===== config.mk =====
export PLATFORM = sky130hd
export DESIGN_NAME = bit_shift_flag_mcu_execute
export DESIGN_NICKNAME = d
export VERILOG_FILES = /design/src/hdl/exec_pkg.sv /design/src/hdl/bit_shift_flag_mcu_execute.sv
export SDC_FILE = /design/constraint.sdc
export NUM_CORES = 2
export LEC_CHECK = 0
export BUFFER_PORTS_ARGS = -buffer_cell sky130_fd_sc_hd__buf_2
export CORE_UTILIZATION = 57
export CTS_CLUSTER_DIAMETER = 120
export DETAILED_ROUTE_END_ITERATION = 16
export PLACE_DENSITY = 0.82
export REMOVE_ABC_BUFFERS = 1
export SETUP_SLACK_MARGIN = 0.05
export SLEW_MARGIN = 20
export SYNTH_ARGS = -nofsm -noshare
export SYNTH_HDL_FRONTEND = slang
export SYNTH_SLANG_ARGS = --single-unit

===== constraint.sdc =====
create_clock -name I_REF_CLK -period 7.6 [get_ports I_REF_CLK]
set_input_delay 1.52 -clock I_REF_CLK [delete_from_list [all_inputs] [get_ports I_REF_CLK]]
set_output_delay 1.52 -clock I_REF_CLK [all_outputs]
set_load 0.02 [all_outputs]

===== src/hdl/exec_pkg.sv =====
package exec_pkg;

    // Operation codes presented on the request port
    typedef enum logic [4:0] {
        no_op = 5'h00,
        port_read_op = 5'h01,
        port_write_op = 5'h02,
        stack_push_op = 5'h03,
        stack_pop_op = 5'h04,
        io_bit_set_op = 5'h05,
        io_bit_clear_op = 5'h06,
        logical_left_shift_op = 5'h07,
        logical_right_shift_op = 5'h08,
        rotate_left_carry_op = 5'h09,
        rotate_right_carry_op = 5'h0A,
        arith_right_shift_op = 5'h0B,
        nibble_swap_op = 5'h0C,
        bit_to_flag_op = 5'h0D,
        flag_to_bit_op = 5'h0E,
        flag_set_op = 5'h0F,
        flag_clear_op = 5'h10,
        sleep_op = 5'h11,
        watchdog_restart_op = 5'h12,
        debug_break_op = 5'h13
    } opcode_t;

    // One request: operands are ignored by operations that do not use them
    typedef struct packed {
        opcode_t opcode;
        logic [4:0] rd;
        logic [4:0] rr;
        logic [2:0] bit_sel;
        logic [5:0] io_addr;
    } op_t;

    typedef enum logic [0:0] {
        st_idle = 1'b0,
        st_second = 1'b1
    } exec_state_t;

    // Bit positions inside status_flags_register
    localparam int FLAG_C = 0;
    localparam int FLAG_Z = 1;
    localparam int FLAG_N = 2;
    localparam int FLAG_V = 3;
    localparam int FLAG_S = 4;
    localparam int FLAG_H = 5;
    localparam int FLAG_T = 6;
    localparam int FLAG_I = 7;

    localparam logic [7:0] STATUS_RESET = 8'h00;
    localparam logic [7:0] SP_RESET = 8'hFF;
    localparam int NUM_REGS = 32;
    localparam int NUM_IO = 64;
    localparam int STACK_DEPTH = 256;

    // Cycle counts per operation class
    localparam int CYCLES_SHORT = 1;
    localparam int CYCLES_LONG = 2;

endpackage : exec_pkg


===== src/hdl/bit_shift_flag_mcu_execute.sv =====
// Behaviour
// RULE1: Push stores register, moves pointer down, two cycles, flags kept.
// RULE2: Pop moves pointer up, loads register, two cycles, flags kept.
// RULE3: Set I/O bit forces one bit high, others kept, two cycles, flags kept.
// RULE4: Clear I/O bit zeroes one bit, others kept, two cycles, flags kept.
// RULE5: Left shift inserts zero at bit 0, updates Z C N V, one cycle.
// RULE6: Right shift inserts zero at bit 7, updates Z C N V, one cycle.
// RULE7: Rotate left through carry, old bit 7 to carry, one cycle.
// RULE8: Rotate right through carry, old bit 0 to carry, one cycle.
// RULE9: Arithmetic right shift keeps bit 7, updates Z C N V, one cycle.
// RULE10: Nibble swap exchanges register halves in one cycle, flags kept.
// RULE11: Bit store copies selected register bit into T, only T changes.
// RULE12: Bit load writes T into selected register bit, flags kept.
// RULE13: Overflow set forces V high in one cycle, nothing else.
// RULE14: Overflow clear forces V low in one cycle, nothing else.
// RULE15: Half carry set and clear change only H, one cycle each.
// RULE16: Signed flag set and clear change only S, one cycle each.
// RULE17: Sleep takes one cycle, keeps flags, pulses the sleep request.
// RULE18: Watchdog restart takes one cycle, keeps flags, pulses restart.
// RULE19: Break only signals the debug system and keeps flags.
// RULE20: Port read and write move a byte in one cycle, flags kept.
// RULE21: Carry, zero, negative, interrupt flags set and clear alone.
`timescale 1ns/1ps
module bit_shift_flag_mcu_execute (
    // Clock and reset
    input wire logic I_REF_CLK,
    input wire logic I_RESET_N,
    // Request port
    input wire logic I_OP_VALID,
    input wire exec_pkg::op_t I_OP,
    output logic O_OP_READY,
    output logic O_OP_DONE,
    // Core state
    output logic [7:0] O_STATUS,
    output logic [7:0] O_SP,
    // Inspection port
    input wire logic [4:0] I_PEEK_REG,
    input wire logic [5:0] I_PEEK_IO,
    input wire logic [7:0] I_PEEK_STACK,
    output logic [7:0] O_PEEK_REG_DATA,
    output logic [7:0] O_PEEK_IO_DATA,
    output logic [7:0] O_PEEK_STACK_DATA,
    // Control pulses to sleep, watchdog and debug logic
    output logic O_SLEEP_REQ,
    output logic O_WDT_RESTART,
    output logic O_DEBUG_BREAK
);

    logic [7:0] regs [exec_pkg::NUM_REGS];
    logic [7:0] io_mem [exec_pkg::NUM_IO];
    logic [7:0] stack_mem [exec_pkg::STACK_DEPTH];
    logic [7:0] status;
    logic [7:0] sp;
    exec_pkg::exec_state_t state;
    exec_pkg::op_t held;
    logic accept;
    logic is_long;
    logic [7:0] rd_val;
    logic [7:0] rr_val;
    logic [7:0] next_rd;
    logic next_c;
    logic shift_op;

    assign accept = I_OP_VALID && (state == exec_pkg::st_idle);
    assign O_OP_READY = (state == exec_pkg::st_idle);
    assign O_STATUS = status;
    assign O_SP = sp;
    assign rd_val = regs[I_OP.rd];
    assign rr_val = regs[I_OP.rr];

    always_comb begin
        unique case (I_OP.opcode)
            exec_pkg::stack_push_op,
            exec_pkg::stack_pop_op,
            exec_pkg::io_bit_set_op,
            exec_pkg::io_bit_clear_op: is_long = 1'b1;
            default: is_long = 1'b0;
        endcase
    end

    // Shift and rotate datapath
    always_comb begin
        next_rd = rd_val;
        next_c = status[exec_pkg::FLAG_C];
        shift_op = 1'b1;
        unique case (I_OP.opcode)
            exec_pkg::logical_left_shift_op: begin
                next_rd = {rd_val[6:0], 1'b0}; // RULE5
                next_c = rd_val[7];
            end
            exec_pkg::logical_right_shift_op: begin
                next_rd = {1'b0, rd_val[7:1]}; // RULE6
                next_c = rd_val[0];
            end
            exec_pkg::rotate_left_carry_op: begin
                next_rd = {rd_val[6:0], status[exec_pkg::FLAG_C]}; // RULE7
                next_c = rd_val[7];
            end
            exec_pkg::rotate_right_carry_op: begin
                next_rd = {status[exec_pkg::FLAG_C], rd_val[7:1]}; // RULE8
                next_c = rd_val[0];
            end
            exec_pkg::arith_right_shift_op: begin
                next_rd = {rd_val[7], rd_val[7:1]}; // RULE9
                next_c = rd_val[0];
            end
            default: shift_op = 1'b0;
        endcase
    end

    // Sequencing: long operations spend one extra cycle before writing
    always_ff @(posedge I_REF_CLK) begin
        if (!I_RESET_N) begin
            state <= exec_pkg::st_idle;
            held <= '0;
        end else if (accept && is_long) begin
            state <= exec_pkg::st_second; // RULE1 RULE2 RULE3 RULE4
            held <= I_OP;
        end else begin
            state <= exec_pkg::st_idle;
        end
    end

    always_ff @(posedge I_REF_CLK) begin
        if (!I_RESET_N) begin
            O_OP_DONE <= 1'b0;
        end else begin
            O_OP_DONE <= (accept && !is_long) ||
                (state == exec_pkg::st_second);
        end
    end

    // Status flags; only the flags an operation names are touched
    always_ff @(posedge I_REF_CLK) begin
        if (!I_RESET_N) begin
            status <= exec_pkg::STATUS_RESET;
        end else if (accept) begin
            if (shift_op) begin // RULE5 RULE6 RULE7 RULE8 RULE9
                status[exec_pkg::FLAG_C] <= next_c;
                status[exec_pkg::FLAG_Z] <= (next_rd == 8'h00);
                status[exec_pkg::FLAG_N] <= next_rd[7];
                status[exec_pkg::FLAG_V] <= next_rd[7] ^ next_c;
            end
            unique case (I_OP.opcode)
                exec_pkg::bit_to_flag_op:
                    status[exec_pkg::FLAG_T] <= rr_val[I_OP.bit_sel]; // RULE11
                // One bit-indexed path serves every single-flag operation
                exec_pkg::flag_set_op: // RULE13 RULE15 RULE16 RULE21
                    status[I_OP.bit_sel] <= 1'b1;
                exec_pkg::flag_clear_op: // RULE14 RULE15 RULE16 RULE21
                    status[I_OP.bit_sel] <= 1'b0;
                default: begin
                end
            endcase
        end
    end

    // General registers
    always_ff @(posedge I_REF_CLK) begin
        if (!I_RESET_N) begin
            for (int i = 0; i < exec_pkg::NUM_REGS; i++) begin
                regs[i] <= 8'h00;
            end
        end else if (state == exec_pkg::st_second) begin
            if (held.opcode == exec_pkg::stack_pop_op) begin
                regs[held.rd] <= stack_mem[sp + 8'h01]; // RULE2
            end
        end else if (accept) begin
            if (shift_op) begin
                regs[I_OP.rd] <= next_rd;
            end
            unique case (I_OP.opcode)
                exec_pkg::nibble_swap_op:
                    regs[I_OP.rd] <= {rd_val[3:0], rd_val[7:4]}; // RULE10
                exec_pkg::flag_to_bit_op:
                    regs[I_OP.rd][I_OP.bit_sel] <=
                        status[exec_pkg::FLAG_T]; // RULE12
                exec_pkg::port_read_op:
                    regs[I_OP.rd] <= io_mem[I_OP.io_addr]; // RULE20
                default: begin
                end
            endcase
        end
    end

    // I/O space; the bit operations are read-modify-write in the second cycle
    always_ff @(posedge I_REF_CLK) begin
        if (!I_RESET_N) begin
            for (int i = 0; i < exec_pkg::NUM_IO; i++) begin
                io_mem[i] <= 8'h00;
            end
        end else if (state == exec_pkg::st_second) begin
            if (held.opcode == exec_pkg::io_bit_set_op) begin
                io_mem[held.io_addr][held.bit_sel] <= 1'b1; // RULE3
            end
            if (held.opcode == exec_pkg::io_bit_clear_op) begin
                io_mem[held.io_addr][held.bit_sel] <= 1'b0; // RULE4
            end
        end else if (accept && I_OP.opcode == exec_pkg::port_write_op) begin
            io_mem[I_OP.io_addr] <= rr_val; // RULE20
        end
    end

    // Stack: post-decrement on push, pre-increment on pop; wraps silently
    always_ff @(posedge I_REF_CLK) begin
        if (!I_RESET_N) begin
            sp <= exec_pkg::SP_RESET;
        end else if (state == exec_pkg::st_second) begin
            if (held.opcode == exec_pkg::stack_push_op) begin
                sp <= sp - 8'h01; // RULE1
            end
            if (held.opcode == exec_pkg::stack_pop_op) begin
                sp <= sp + 8'h01; // RULE2
            end
        end
    end

    always_ff @(posedge I_REF_CLK) begin
        if (state == exec_pkg::st_second &&
            held.opcode == exec_pkg::stack_push_op) begin
            stack_mem[sp] <= regs[held.rr]; // RULE1
        end
    end

    // Control pulses; the mechanisms themselves live elsewhere
    always_ff @(posedge I_REF_CLK) begin
        if (!I_RESET_N) begin
            O_SLEEP_REQ <= 1'b0;
            O_WDT_RESTART <= 1'b0;
            O_DEBUG_BREAK <= 1'b0;
        end else begin
            O_SLEEP_REQ <= accept &&
                I_OP.opcode == exec_pkg::sleep_op; // RULE17
            O_WDT_RESTART <= accept &&
                I_OP.opcode == exec_pkg::watchdog_restart_op; // RULE18
            O_DEBUG_BREAK <= accept &&
                I_OP.opcode == exec_pkg::debug_break_op; // RULE19
        end
    end

    // Inspection reads; stack memory is not reset so its data is unknown
    always_ff @(posedge I_REF_CLK) begin
        if (!I_RESET_N) begin
            O_PEEK_REG_DATA <= 8'h00;
            O_PEEK_IO_DATA <= 8'h00;
            O_PEEK_STACK_DATA <= 8'h00;
        end else begin
            O_PEEK_REG_DATA <= regs[I_PEEK_REG];
            O_PEEK_IO_DATA <= io_mem[I_PEEK_IO];
            O_PEEK_STACK_DATA <= stack_mem[I_PEEK_STACK];
        end
    end
endmodule : bit_shift_flag_mcu_execute


# ---- Yosys cells after proc, flatten, opt, wreduce, memory -nomap -nowiden
# Memory sizes are Yosys's and may differ from the RTL's. A register that Yosys moved wholly into a read port is not among the register bits.
# Index checks and enable logic that the tools add are counted.
dict set report word_totals {
  ff_bits 45
  mem_bits_rw 2816
  inputBits 46
  out_inout_bits 45
  elab_cells 203
  n_memories 3
}
# name depth word_bits rd rd_clocked_by_memory_dff write_ports line
set mem_list {}
lappend mem_list {stack_mem 256 8 2 1 1 bit_shift_flag_mcu_execute.sv:51} ;# logic [7:0] stack_mem [exec_pkg::STACK_DEPTH];
lappend mem_list {io_mem 64 8 2 1 64 bit_shift_flag_mcu_execute.sv:50} ;# logic [7:0] io_mem [exec_pkg::NUM_IO];
lappend mem_list {regs 32 8 4 2 32 bit_shift_flag_mcu_execute.sv:49} ;# logic [7:0] regs [exec_pkg::NUM_REGS];
dict set report op_classes {
  addsub 2
  magnitude_cmp 4
  n_eq_ne 23
  muxes 97
  bitwise 30
  n_reduce_logical 30
}
# op n
set ops {}
lappend ops {{8-bit two-way mux} 13}
lappend ops {{1-bit two-way mux} 67}
lappend ops {{5-bit by 4-bit == test with 1-bit output (second input constant)} 8}
lappend ops {{8-bit one-hot mux with 5 select lines} 1}
lappend ops {{5-bit by 3-bit == test with 1-bit output (second input constant)} 7}
lappend ops {{8-bit OR reduction} 4}
lappend ops {{1-bit bitwise OR} 25}
lappend ops {{5-bit == test (second input constant)} 4}
lappend ops {{5-bit two-way mux} 4}
lappend ops {{5-bit by 2-bit == test with 1-bit output (second input constant)} 3}
lappend ops {{4-bit two-way mux} 3}
lappend ops {{6-bit two-way mux} 2}
lappend ops {{6-bit one-hot mux with 2 select lines} 1}
lappend ops {{1-bit logical AND} 10}
lappend ops {{8-bit by 1-bit adder with 8-bit output (second input constant)} 1}
lappend ops {{8-bit AND} 1}
lappend ops {{8-bit zero test} 1}
lappend ops {{3-bit by 4-bit < comparator with 1-bit output (second input constant)} 2}
lappend ops {{8-bit NOT} 1}
lappend ops {{8-bit bitwise OR} 1}
lappend ops {{8-bit by 1-bit subtractor with 8-bit output (second input constant)} 1}
lappend ops {{1-bit demux with 3-bit select} 2}
lappend ops {{3-bit by 1-bit greater-or-equal comparator with 1-bit output (second input constant)} 2}
lappend ops {{2-bit AND reduction} 3}
lappend ops {{other kinds (14)} 19}

# ---- Longest topological paths before layout
dict set report logic_depth {
  ltp_word 13
  mapped_depth 19
  mapped_depth_nobuf 10
}

# ---- Worst setup path before layout
# No wires, ideal clock.
dict set report synth_path {
  kind {reg2reg}
  start {reg sp[0] (netlist: O_SP[0])}
  end {mem regs[31][0], data pin}
  setup_ps 266
  t_arrival_ps 4377
  required_time_ps 7334
  path_slack_ps 2956
  stages_incl_launch_ff 19
  path_buffers 9
  synth_period_minus_slack_ps 4644
  path_cell_list {dfxtp_1 buf_4 buf_2 buf_1 inv_1 ha_1 buf_4 buf_4 buf_4 buf_2 buf_2 mux4_2 nand2_1 nand3_1 nand4_1 o311ai_0 a32oi_1 buf_2 nor2_1}
}
# item line
set synth_rtl {}
lappend synth_rtl {{start, declared} bit_shift_flag_mcu_execute.sv:53} ;# logic [7:0] sp;
lappend synth_rtl {{start signal, assigned} bit_shift_flag_mcu_execute.sv:207} ;# sp <= exec_pkg::SP_RESET;
lappend synth_rtl {{start signal, assigned} bit_shift_flag_mcu_execute.sv:210} ;# sp <= sp - 8'h01;
lappend synth_rtl {{start signal, assigned} bit_shift_flag_mcu_execute.sv:213} ;# sp <= sp + 8'h01;
lappend synth_rtl {{end, declared} bit_shift_flag_mcu_execute.sv:49}

==> results.py <==
metrics = {
    "synthesis": {
        "ys_seq_area_share_pct": 58.5,
        "ys.flop_type": "edfxtp_1",
        "synth_top_area_share_pct": 57.5,
        "async_reset_ff_share_pct": 0,
        "syn_inst": 8997,
        "synth_top_area_cell": "edfxtp_1",
        "synthDistinctLibCells": 80,
        "ys_warn_count": 0,
        "yosysMostFrequentCell": "edfxtp_1",
        "ys_top_cells_by_area": "edfxtp_1, mux4_2, nor2_1, o21ai_0, clkbuf_1",
        "synth_area_per_cell_um2": 16.4,
        "synthesis.area_um2": 147000,
        "synth_commonest_cells": "edfxtp_1, mux4_2, nor2_1, o21ai_0, clkbuf_1",
        "synth_edf_count": 2816,
        "ys_seq_elements": 2890,
    },
    "timing": {
        "hold_violations": 0,
        "min_period_over_period_pct": 88.4,
        "fmax_ghz": 0.149,
        "layout_min_cycle_time_ps": 6720,
        "fin_skew_ps": 76.2,
        "slew_viol_final": 0,
        "slew_headroom_pct": 11.5,
        "layout_setup_ws_ps": 879,
        "setup_violations": 0,
        "fin_setup_tns_ps": 0,
        "tightest_slew_ps": 1320,
        "grt_setup_unrepaired": "no",
    },
    "floorplanning": {
        "fp-row-count": 186,
        "pin_count": 91,
        "die_h_um": 510,
        "start_util_pct": 57.3,
        "core_area_um2": 257000,
        "die-area_um2": 260000,
        "die_w_um": 510,
    },
    "critical_path": {
        "cp_cell_sequence": "inv_1, ha_4, buf_4, buf_12, mux4_2, mux2i_1, mux2i_1, mux2_2, a22oi_1, a31oi_1, a2111oi_4, buf_4, nor2_1",
        "cp_top_family": "multiplexers",
        "crit_required_ps": 8210,
        "cp.arrival_ps": 7330,
        "cp_slowest_cell": "ha_4",
        "endpoint_kind": "flop",
        "crit_fanout": 41,
        "path_depth": 13,
        "worst_setup_path_start_kind": "flop",
        "reg2reg_depth": 13,
        "path_class": "reg -> reg",
        "crit_buf_inv": 4,
        "cpPeakStageDelay_ps": 1110,
    },
    "drt": {
        "first_pass_iters": 7,
        "ant_nets": 0,
        "wirelength_mm": 468,
        "avgViaCountPerCell": 7.93,
        "via_count": 97400,
        "wl_per_cell_um": 38.1,
        "initialDrtViolationCount": 18400,
        "drc": 0,
    },
    "finish": {
        "final_nets": 8706,
        "area_growth_pct": 9.27,
        "finalInstanceArea_um2": 161000,
        "drive_gt1_share_pct": 29.9,
    },
    "clock_network": {
        "cts_max_level": 5,
        "cts_tree": "done",
        "cts_setup_buffers": 0,
        "cts_max_path_buffers": 4,
        "cts_hold_buf": 0,
        "clk_pin_slew_worst_paths_ps": 60,
        "cts_buffers": 308,
        "insertion_delay_ps": 940,
        "root_buffer": "clkbuf_16",
        "cts.sinks": 2890,
        "ctsResizeCount": 0,
    },
    "pwr": {
        "power_density_nw_per_um2": 223,
        "ir_worst_vdd_uv": 221,
        "p_leak_uw": 0.0493,
    },
    "min_path": {
        "min_path_cells": 2,
        "hold_path_class": "reg -> reg",
    },
    "place": {
        "io_buffers": 90,
        "dp_hpwl_mm": 289,
        "place_area_um2": 151000,
        "gp_congestion": 1.04,
        "place_ws_ps": 1280,
    },
    "grt": {
        "grt_max_degree": 278,
        "antenna_found_initial": 27,
        "track_usage_pct": 35.9,
        "grt_pass1_wl_mm": 669,
        "grt_pass1_vias": 93800,
        "grt_overflow": 0,
    },
    "job": {
        "cap_violations": 0,
    },
    "outcome": {
        "outcome": "finished clean",
    },
}
tightest hold or removal path, cell delays in order, from the launching register on:
cell and delay, ps:
dfxtp_1 330, a41oi_1 50, nor2_1 70
layout make-up:
| class | count | area, um^2 |
|---|---|---|
| clock buffer | 381 | 8170 |
| clock inverter | 167 | 1880 |
| multi-input combinational | 5135 | 57800 |
| tap | 3384 | 4230 |
| timing repair buffer | 300 | 2630 |
| antenna | 12 | 30.0 |
| fill | 16900 | 95900 |
| sequential | 2890 | 86100 |
| inverter | 20 | 75.1 |
power by group:
| part | leakage [uW] | switching [uW] | internal, uW | total, uW |
|---|---|---|---|---|
| clock | 0.00488 | 6520 | 8860 | 15400 |
| combinational | 0.0173 | 1600 | 1010 | 2610 |
| sequential | 0.0271 | 120 | 17800 | 17900 |
| total | 0.0493 | 8240 | 27700 | 35900 |
metal layers:
metal	GRT usage, %	wire length, um
met1	45.4	144000
met2	54.4	213000
met3	12.2	75400
met4	20.9	34800
met5	0	219
metrics by stage:
step	util [%]	hold WS [ps]	power (uW)	cells
floorplan	-	482	19600	8045
global placement	58.6	456	20600	11700
detailed placement	58.6	466	20700	11700
CTS	62.6	479	35700	12300
global route	62.6	515	36400	12300
finish	62.7	481	35900	12300
sequential cells by signal, summed over array words and instances, names as in the netlist, named ones only:
signal and flops:
stack_mem 2048, io_mem 512, regs 256, held 24, O_PEEK_IO_DATA 8, O_PEEK_REG_DATA 8, O_PEEK_STACK_DATA 8, O_SP 8
O_STATUS 7, O_DEBUG_BREAK 1, O_OP_DONE 1, O_SLEEP_REQ 1, O_WDT_RESTART 1, state 1
layout by cell type, fill, tap and decap left out, types with 26 or more instances in the layout:
cell       Yosys  routed
a21oi_1       82      75
a22o_1        29      29
a22oi_1       78      78
a31oi_1       40      36
a32oi_1       40      39
buf_12         0      34
buf_2        147      78
buf_4         26     170
bufinv_16      0      35
clkbuf_1     620      61
clkbuf_16      0     314
clkinv_1       0      56
clkinv_2       0      40
dfxtp_1       74      71
edfxtp_1    2816    2816
mux2i_1      155     155
mux4_2      1756    1756
nand2_1      404     404
nand3_1       96      95
nand4_1       26      26
nor2_1      1099    1082
nor2_2        30      42
nor2b_1       60      58
nor3_1        31      30
o21ai_0      807     807
o22ai_1       44      44
or2_2         40      40
logic make-up after synthesis:
kind of cell    share of synthesized area [%]
xor+xnor                               0.0884
compound gates                           5.08
mux                                      28.1
fa+ha+maj                              0.0425
buf+inv                                  2.70
simple gates                             5.52
flops                                    58.5
final timing paths:
kind / start / end / slack [ps]
worst max-delay path: O_SP[0] / regs[31][5] / 880
worst min-delay path: flop / flop / 480
worst max register to register: O_SP[0] / regs[31][5] / 880
worst min register to register: flop / flop / 480
Note: power is estimated with default switching activity, not from simulation.
